File: src/hw/sar_defs.svh
// Constants of the serial readout block: widths and timing counts
`ifndef SAR_DEFS_SVH
`define SAR_DEFS_SVH

// ****************************************************************
// Widths
// ****************************************************************
`define SAR_RES_W          16
`define SAR_BIT_CNT_W      5
`define SAR_SYNC_STAGES    2

// ****************************************************************
// Timing
// ****************************************************************
`define SAR_CLK_PERIOD_NS  10
`define SAR_CONV_TIME_NS   1300
`define SAR_CONV_CYC       (`SAR_CONV_TIME_NS / `SAR_CLK_PERIOD_NS)
`define SAR_CONV_CNT_W     12

`endif

File: src/hw/sar_pkg.sv
// Types shared by the serial readout block
package sar_pkg;

    // ****************************************************************
    // Interface option latched at each conversion start
    // ****************************************************************
    typedef enum logic [2:0] {
        SAR_IF_3W = 3'b001,
        SAR_IF_4W = 3'b010,
        SAR_IF_DC = 3'b100
    } sar_if_mode_t;

    // ****************************************************************
    // Conversion and readout states
    // ****************************************************************
    typedef enum logic [1:0] {
        SAR_CV_ACQ  = 2'b01,
        SAR_CV_CONV = 2'b10
    } sar_conv_st_t;

    typedef enum logic [2:0] {
        SAR_RD_IDLE  = 3'b001,
        SAR_RD_BUSY  = 3'b010,
        SAR_RD_SHIFT = 3'b100
    } sar_rd_st_t;

    // ****************************************************************
    // Host-facing pins
    // ****************************************************************
    typedef struct packed {
        logic trig;
        logic sclk;
        logic din;
    } sar_pins_t;

endpackage

File: src/hw/sar_sync.sv
// Two-stage synchroniser for a group of asynchronous pins
`timescale 1ns/10ps

module sar_sync #(
    parameter int W = 3
) (
    input  wire logic         clk_sys_i,
    input  wire logic         reset_i,
    input  wire logic [W-1:0] async_i,
    output logic      [W-1:0] sync_o
);

    logic [W-1:0] meta_r;
    logic [W-1:0] meta_nxt;
    logic [W-1:0] sync_r;
    logic [W-1:0] sync_nxt;

    // ****************************************************************
    // One pair of flops per bit; the first is read only by the second
    // ****************************************************************
    genvar g;
    generate
        for (g = 0; g < W; g++) begin : g_bit
            always_comb begin
                meta_nxt[g] = async_i[g];
                sync_nxt[g] = meta_r[g];
            end
        end
    endgenerate

    always_ff @(posedge clk_sys_i) begin
        if (reset_i) begin
            meta_r <= '0;
            sync_r <= '0;
        end else begin
            meta_r <= meta_nxt;
            sync_r <= sync_nxt;
        end
    end

    assign sync_o = sync_r;

endmodule // sar_sync

File: src/hw/sar_readout_top.sv
// Conversion control and serial readout of the successive-approximation converter
//
// Behaviour
// - 3-wire: trigger line low acts as chip select and starts readout.
// - 4-wire: data input low is chip select; trigger only starts conversions.
// - 3-wire: trigger low enables output and shows MSB before any clock edge.
// - Each falling serial clock edge replaces the output bit with the next lower.
// - 3-wire: output released on trigger high or after last falling clock edge.
// - 4-wire: data input low enables output and shows MSB first.
// - 4-wire: output released on data input high or after last falling edge.
// - Daisy chain: data input shifted in on each falling clock edge.
// - Each option also has a busy-indicator variant with the same timing.
// - Data input level latched at conversion start, with cs_on_trigger_i, selects the next readout option.
// - Low-power state entered at conversion end, held through acquisition.
`timescale 1ns/10ps

`include "sar_defs.svh"

module sar_readout_top
    import sar_pkg::*;
#(
    parameter int RES_W    = `SAR_RES_W,
    parameter int CONV_CYC = `SAR_CONV_CYC
) (
    input  wire logic             clk_sys_i,
    input  wire logic             reset_i,
    input  wire logic             conversion_trigger_i,
    input  wire logic             sclk_i,
    input  wire logic             din_i,
    input  wire logic             cs_on_trigger_i,
    input  wire logic             busy_ind_en_i,
    input  wire logic [RES_W-1:0] sample_data_i,
    output logic                  dout_o,
    output logic                  dout_oe_o,
    output logic                  power_down_o,
    output logic                  conv_active_o
);

    // ****************************************************************
    // Pin synchronisation and edge detection
    // ****************************************************************
    sar_pins_t pins_raw;
    sar_pins_t pins_s;

    assign pins_raw = '{trig: conversion_trigger_i, sclk: sclk_i, din: din_i};

    sar_sync #(
        .W (3)
    ) u_sync (
        .clk_sys_i (clk_sys_i),
        .reset_i   (reset_i),
        .async_i   (pins_raw),
        .sync_o    (pins_s)
    );

    // Chip select follows the option latched at the last conversion start
    function automatic logic cs_active(input sar_if_mode_t m, input sar_pins_t p);
        if (m == SAR_IF_4W) begin
            cs_active = ~p.din;
        end else begin
            cs_active = ~p.trig;
        end
    endfunction

    // ****************************************************************
    // State
    // ****************************************************************
    sar_conv_st_t                conv_st_r;
    sar_conv_st_t                conv_st_nxt;
    sar_rd_st_t                  rd_st_r;
    sar_rd_st_t                  rd_st_nxt;
    sar_if_mode_t                mode_r;
    sar_if_mode_t                mode_nxt;
    logic                        busy_var_r;
    logic                        busy_var_nxt;
    logic [`SAR_CONV_CNT_W-1:0]  conv_cnt_r;
    logic [`SAR_CONV_CNT_W-1:0]  conv_cnt_nxt;
    logic [RES_W-1:0]            result_r;
    logic [RES_W-1:0]            result_nxt;
    logic [RES_W-1:0]            shift_r;
    logic [RES_W-1:0]            shift_nxt;
    logic [`SAR_BIT_CNT_W-1:0]   bit_cnt_r;
    logic [`SAR_BIT_CNT_W-1:0]   bit_cnt_nxt;
    logic                        oe_r;
    logic                        oe_nxt;
    logic                        pd_r;
    logic                        pd_nxt;
    logic                        trig_q_r;
    logic                        sclk_q_r;
    logic                        cs_q_r;
    logic                        cs_q_nxt;

    logic                        trig_rise;
    logic                        sclk_fall;
    logic                        cs_now;
    logic                        cs_fall;
    logic                        conv_done;

    // Upper bound of the 16-bit readout counted on falling clock edges
    localparam logic [`SAR_BIT_CNT_W-1:0] LAST_BIT = `SAR_BIT_CNT_W'(RES_W - 1);

    assign trig_rise = pins_s.trig & ~trig_q_r;
    assign sclk_fall = ~pins_s.sclk & sclk_q_r;
    assign conv_done = (conv_st_r == SAR_CV_CONV) && (conv_cnt_r == '0);

    // ****************************************************************
    // Next-state logic
    // ****************************************************************
    always_comb begin
        conv_st_nxt  = conv_st_r;
        rd_st_nxt    = rd_st_r;
        mode_nxt     = mode_r;
        busy_var_nxt = busy_var_r;
        conv_cnt_nxt = conv_cnt_r;
        result_nxt   = result_r;
        shift_nxt    = shift_r;
        bit_cnt_nxt  = bit_cnt_r;
        oe_nxt       = oe_r;
        pd_nxt       = pd_r;

        // Mode decided before chip select so a trigger rise sees the new option
        if ((conv_st_r == SAR_CV_ACQ) && trig_rise) begin
            if (pins_s.din && cs_on_trigger_i) begin
                mode_nxt = SAR_IF_3W;
            end else if (pins_s.din) begin
                mode_nxt = SAR_IF_4W;
            end else begin
                mode_nxt = SAR_IF_DC;
            end
            busy_var_nxt = busy_ind_en_i;
        end
        cs_now   = cs_active(mode_nxt, pins_s);
        cs_q_nxt = cs_now;
        cs_fall  = cs_now & ~cs_q_r;

        // Conversion timing; a start during conversion is ignored
        case (conv_st_r)
            SAR_CV_ACQ: begin
                if (trig_rise) begin
                    conv_st_nxt  = SAR_CV_CONV;
                    conv_cnt_nxt = `SAR_CONV_CNT_W'(CONV_CYC - 1);
                    pd_nxt       = 1'b0;
                end
            end
            SAR_CV_CONV: begin
                if (conv_done) begin
                    conv_st_nxt = SAR_CV_ACQ;
                    result_nxt  = sample_data_i;
                    pd_nxt      = 1'b1;
                end else begin
                    conv_cnt_nxt = conv_cnt_r - `SAR_CONV_CNT_W'(1);
                end
            end
            default: begin
                conv_st_nxt = SAR_CV_ACQ;
                pd_nxt      = 1'b1;
            end
        endcase

        // Readout
        case (rd_st_r)
            SAR_RD_IDLE: begin
                if (cs_fall) begin
                    if (conv_st_r == SAR_CV_CONV) begin
                        if (busy_var_r) begin
                            rd_st_nxt = SAR_RD_BUSY;
                            shift_nxt = '0;
                            oe_nxt    = 1'b1;
                        end
                    end else begin
                        rd_st_nxt   = SAR_RD_SHIFT;
                        shift_nxt   = result_r;
                        bit_cnt_nxt = '0;
                        oe_nxt      = 1'b1;
                    end
                end
            end
            SAR_RD_BUSY: begin
                // Output held low while converting, then the MSB appears
                if (conv_done) begin
                    rd_st_nxt   = SAR_RD_SHIFT;
                    shift_nxt   = sample_data_i;
                    bit_cnt_nxt = '0;
                end
            end
            SAR_RD_SHIFT: begin
                if (sclk_fall) begin
                    shift_nxt = {shift_r[RES_W-2:0], (mode_r == SAR_IF_DC) & pins_s.din};
                    if (bit_cnt_r != LAST_BIT) begin
                        bit_cnt_nxt = bit_cnt_r + `SAR_BIT_CNT_W'(1);
                    end else if (mode_r != SAR_IF_DC) begin
                        rd_st_nxt = SAR_RD_IDLE;
                        oe_nxt    = 1'b0;
                    end
                end
            end
            default: begin
                rd_st_nxt = SAR_RD_IDLE;
                oe_nxt    = 1'b0;
            end
        endcase

        // Deselect always wins and releases the output
        if (!cs_now) begin
            rd_st_nxt = SAR_RD_IDLE;
            oe_nxt    = 1'b0;
        end
    end

    // ****************************************************************
    // Registers
    // ****************************************************************
    always_ff @(posedge clk_sys_i) begin
        if (reset_i) begin
            conv_st_r  <= SAR_CV_ACQ;
            rd_st_r    <= SAR_RD_IDLE;
            mode_r     <= SAR_IF_3W;
            busy_var_r <= 1'b0;
            conv_cnt_r <= '0;
            result_r   <= '0;
            shift_r    <= '0;
            bit_cnt_r  <= '0;
            oe_r       <= 1'b0;
            pd_r       <= 1'b1;
            trig_q_r   <= 1'b0;
            sclk_q_r   <= 1'b0;
            // Starts selected so a trigger held low over reset is no false select
            cs_q_r     <= 1'b1;
        end else begin
            conv_st_r  <= conv_st_nxt;
            rd_st_r    <= rd_st_nxt;
            mode_r     <= mode_nxt;
            busy_var_r <= busy_var_nxt;
            conv_cnt_r <= conv_cnt_nxt;
            result_r   <= result_nxt;
            shift_r    <= shift_nxt;
            bit_cnt_r  <= bit_cnt_nxt;
            oe_r       <= oe_nxt;
            pd_r       <= pd_nxt;
            trig_q_r   <= pins_s.trig;
            sclk_q_r   <= pins_s.sclk;
            cs_q_r     <= cs_q_nxt;
        end
    end

    // ****************************************************************
    // Outputs
    // ****************************************************************
    // Pin sampling adds about three clock cycles of latency to every edge
    assign dout_o        = shift_r[RES_W-1];
    assign dout_oe_o     = oe_r;
    assign power_down_o  = pd_r;
    assign conv_active_o = conv_st_r[1];

endmodule // sar_readout_top

File: config.mk
export PLATFORM = sky130hd
export DESIGN_NAME = sar_readout_top
export DESIGN_NICKNAME = d
export VERILOG_FILES = /design/src/hw/sar_pkg.sv /design/src/hw/sar_sync.sv /design/src/hw/sar_readout_top.sv
export VERILOG_INCLUDE_DIRS = /design/src /design/src/hw
export SDC_FILE = /design/constraint.sdc
export NUM_CORES = 1
export LEC_CHECK = 0
export CAP_MARGIN = 20
export CORE_MARGIN = 2
export CORE_UTILIZATION = 56
export CTS_CLUSTER_DIAMETER = 200
export DETAILED_ROUTE_END_ITERATION = 6
export DONT_BUFFER_PORTS = 1
export GPL_TIMING_DRIVEN = 0
export PLACE_DENSITY = 0.76
export SETUP_SLACK_MARGIN = 0.02
export SYNTH_ARGS = -nofsm -noshare
export SYNTH_HDL_FRONTEND = slang
export SYNTH_SLANG_ARGS = --single-unit
export TNS_END_PERCENT = 1
File: constraint.sdc
create_clock -name clk_sys_i -period 1.8 [get_ports clk_sys_i]
set_input_delay 0.36 -clock clk_sys_i [delete_from_list [all_inputs] [get_ports clk_sys_i]]
set_output_delay 0.36 -clock clk_sys_i [all_outputs]
set_load 0.02 [all_outputs]
==> flow_metrics.tcl <==
set metrics [dict create \
    tightest_slew_ns 0.716 \
    route.vias.total 2628 \
    largest_net_degree_at_the_start_of_global_routing 13 \
    run_status "complete, but fails checks" \
    numCtsBuffers 9 \
    crit_buf_inv 0 \
    initial_drc_count 291 \
    largest_fanout_of_any_net_on_the_critical_path 4 \
    viasPerCell 6.00 \
    antenna_diode_instance_count 0 \
    synth-main-ff-cell "sky130_fd_sc_hd__dfxtp_1" \
    power.static_leakage_nw 1.28 \
    synthTopCellsByArea "sky130_fd_sc_hd__dfxtp_1 (45%), sky130_fd_sc_hd__a21oi_1 (6.4%), sky130_fd_sc_hd__nand2_1 (6.1%)" \
    clock_root_buffer "sky130_fd_sc_hd__clkbuf_8" \
    proportion_of_layout_cells_with_a_drive_suffix_above_1 0.217 \
    remaining_drc_errors 0 \
    avgSynthCellArea_sq_um 8.99 \
    die_wd_um 77.5 \
    count_of_different_cell_masters_after_synthesis 53 \
    areaGrowthSynthToFinish_pct 20.2 \
    critical_path.most_common_cell "sky130_fd_sc_hd__ha_4" \
    tritoncts_clock_tree "built" \
    timing.final.ws_setup_ns -0.164 \
    setup_viol_count_final 27 \
    failed_checks "setup timing" \
    post_synth_instance_area_sq_mm 0.00303 \
    asyncSetResetFlopFracSynth 0 \
    die_area_sq_mm 0.00601 \
    gr-usage-all-layers 0.260 \
    critical_path.endpoint_type "register" \
    core_sq_mm 0.00517 \
    crit_path_cell_trace "ha_4 -> and3_4 -> ha_4 -> nand3b_1 -> a21o_1 -> o211ai_1 -> or4_1 -> a21oi_2" \
    antenna_found_initial 0 \
    ys_seq_area_frac 0.449 \
    fin_setup_tns_ns -1.59 \
    finClkSkew_ns 0.0101 \
    path_clk_slew_ns 0.08 \
    most_numerous_cell_in_the_yosys_netlist "sky130_fd_sc_hd__dfxtp_1" \
    drt_pre_antenna_iters 7 \
    routed_wl_um 7440 \
    number_of_enable_flip_flop_cells_after_synthesis 0 \
    worstSkewPairLatency_ns 0.35 \
    final_net_count 390 \
    num_rows 26 \
    timing.critical_path.max_delay_family "simple AND/OR/NAND/NOR gates" \
    worst_slew_margin_rel 0.521 \
    cp.arrival_ns 2.24 \
    place.gp.congestion 0.816 \
    io_buffer_count 0 \
    n_fill_cell 390 \
    netlist_instances 337 \
    yosys_register_bits 68 \
    worst_voltage_drop_across_the_vdd_grid_v 0.00102 \
    design.portCount 27 \
    grt_first_pass_wirelength_um 12400 \
    crit_path_max_incr_delay_ns 0.57 \
    power_per_cell_area_mw_per_mm2 1020 \
    globalRouteOverflowTotal 0 \
    layout_min_cycle_time_ns 1.96 \
    number_of_sinks_driven_by_the_clock_tree 68 \
    cp_startpoint_kind "register" \
    fmaxAchievable_mhz 509 \
    routedWlPerCell_um 17.0 \
    timing_max_transition_violations_final 0 \
    crit_type "register to register" \
    synth.net_count 364 \
    ant_nets 0 \
    worst_ep_required_time_ns 2.08 \
    grt_setup_unrepaired "true" \
    number_of_warnings_reported_in_the_yosys_synthesis_log 0 \
    via_count_of_the_first_global_routing_pass 2577 \
    ff2ff_setup_slack_ns -0.16 \
    final_core_util 0.704 \
    clock_tree.htree_level_count 3 \
    synth_top_area_frac 0.449 \
    synth_area_leader_cell "sky130_fd_sc_hd__dfxtp_1" \
    drv.max_cap_violation_count 0 \
    cts_max_path_buffers 2 \
    cp_max_stage_cell "sky130_fd_sc_hd__or4_1" \
    detailed_place_hpwl_um 4730 \
    finalHoldViolations 0 \
    finalCritPeriodShare 1.09 \
    most_frequent_cells_after_synthesis "sky130_fd_sc_hd__dfxtp_1 (68), sky130_fd_sc_hd__nand2_1 (49), sky130_fd_sc_hd__a21oi_1 (39), sky130_fd_sc_hd__nor2_1 (20), sky130_fd_sc_hd__a211oi_1 (18)" \
    worstHoldPathType "input port to register" \
    die_h_um 77.5 \
    initial_utilization 0.586 \
]
stage by stage:
step           worst slack, ns  cells  hold slack, ns  cell area, sq um  power (mW)
6_report                -0.164    438           0.136              3640        3.72
3_3_place_gp            -0.421    407           0.415              3140        2.15
3_5_place_dp            -0.461    407           0.424              3140        2.16
4_1_cts                 -0.157    435           0.140              3560        3.69
2_1_floorplan          -0.0255    337           0.414              3060        2.06
5_1_grt                 -0.256    438           0.140              3640        3.84
worst register-to-register path, stage by stage (launching register included):
cell and delay, ns:
sky130_fd_sc_hd__dfxtp_4 0.35, sky130_fd_sc_hd__ha_4 0.16, sky130_fd_sc_hd__and3_4 0.18, sky130_fd_sc_hd__ha_4 0.15
sky130_fd_sc_hd__nand3b_1 0.07, sky130_fd_sc_hd__a21o_1 0.13, sky130_fd_sc_hd__o211ai_1 0.16, sky130_fd_sc_hd__or4_1 0.57
sky130_fd_sc_hd__a21oi_2 0.12
placed cells by master, fill, tap and decap left out, types with 5 or more instances in the layout:
cell type | Yosys | final
sky130_fd_sc_hd__a211oi_1 | 18 | 17
sky130_fd_sc_hd__a21oi_1 | 39 | 38
sky130_fd_sc_hd__a222oi_1 | 15 | 15
sky130_fd_sc_hd__buf_4 | 2 | 15
sky130_fd_sc_hd__clkbuf_1 | 11 | 5
sky130_fd_sc_hd__clkbuf_8 | 0 | 11
sky130_fd_sc_hd__dfxtp_1 | 68 | 60
sky130_fd_sc_hd__dfxtp_2 | 0 | 6
sky130_fd_sc_hd__inv_1 | 9 | 7
sky130_fd_sc_hd__nand2_1 | 49 | 48
sky130_fd_sc_hd__nand3_1 | 6 | 6
sky130_fd_sc_hd__nor2_1 | 20 | 18
sky130_fd_sc_hd__nor2b_1 | 9 | 8
sky130_fd_sc_hd__o21ai_0 | 9 | 7
sky130_fd_sc_hd__xor2_1 | 7 | 7
per-layer routing:
| layer | vias up | GRT usage | part of all wire |
|---|---|---|---|
| met1 | 1233 | 0.323 | 0.44 |
| li1 | 1301 | - | - |
| met2 | 83 | 0.430 | 0.48 |
| met3 | 11 | 0.0640 | 0.059 |
| met4 | 0 | 0.111 | 0.017 |
| met5 | - | 0 | 0 |
area by class of cell:
| cell class | instances | area (sq um) | area share |
|---|---|---|---|
| multi-input combinational | 238 | 1650 | 0.452 |
| sequential | 68 | 1380 | 0.378 |
| clock buffer | 11 | 151 | 0.0416 |
| buffer | 22 | 151 | 0.0416 |
| timing repair buffer | 15 | 113 | 0.0309 |
| tap | 70 | 87.6 | 0.0241 |
| clock inverter | 5 | 82.6 | 0.0227 |
| inverter | 9 | 33.8 | 0.00928 |
final timing paths:
kind                startpoint                to  depth (start not counted)
max               bit_cnt_r[1]      bit_cnt_r[4]                          8
min          sample_data_i[13]      result_r[13]                          2
max reg2reg       bit_cnt_r[1]      bit_cnt_r[4]                          8
min reg2reg   u_sync.meta_r[2]  u_sync.sync_o[2]                          1
logic make-up after synthesis:
family / share of synthesized area
and+or+nand+nor: 0.216
AOI/OAI and AO/OA: 0.239
DFF: 0.449
buffers and inverters: 0.0458
xor gates and xnor gates: 0.0260
adders and majority gates: 0.0165
muxes: 0.00702
sequential cells by signal, summed over array words and instances (netlist names), 2 cells and up:
signal	flops
result_r	16
shift_r	16
conv_cnt_r	12
bit_cnt_r	5
mode_r	3
rd_st_r	3
u_sync.meta_r	3
u_sync.sync_o	3
conv_st_r	2
where the power goes:
part / switching, mW / internal [mW]
combinational: 0.312 / 0.265
sequential: 0.0855 / 1.60
clock: 0.604 / 0.859
total: 1.00 / 2.72
what timing repair did:
action                                 CTS  global route
hold buffers                             0             0
gates cloned                             0             0
buffers inserted                        12             3
pin swaps                               16             8
gates resized for setup                 31            20
endpoints found under the hold margin    0             0
setup endpoints to repair               52            45
Power figures use the tool's default switching activity.
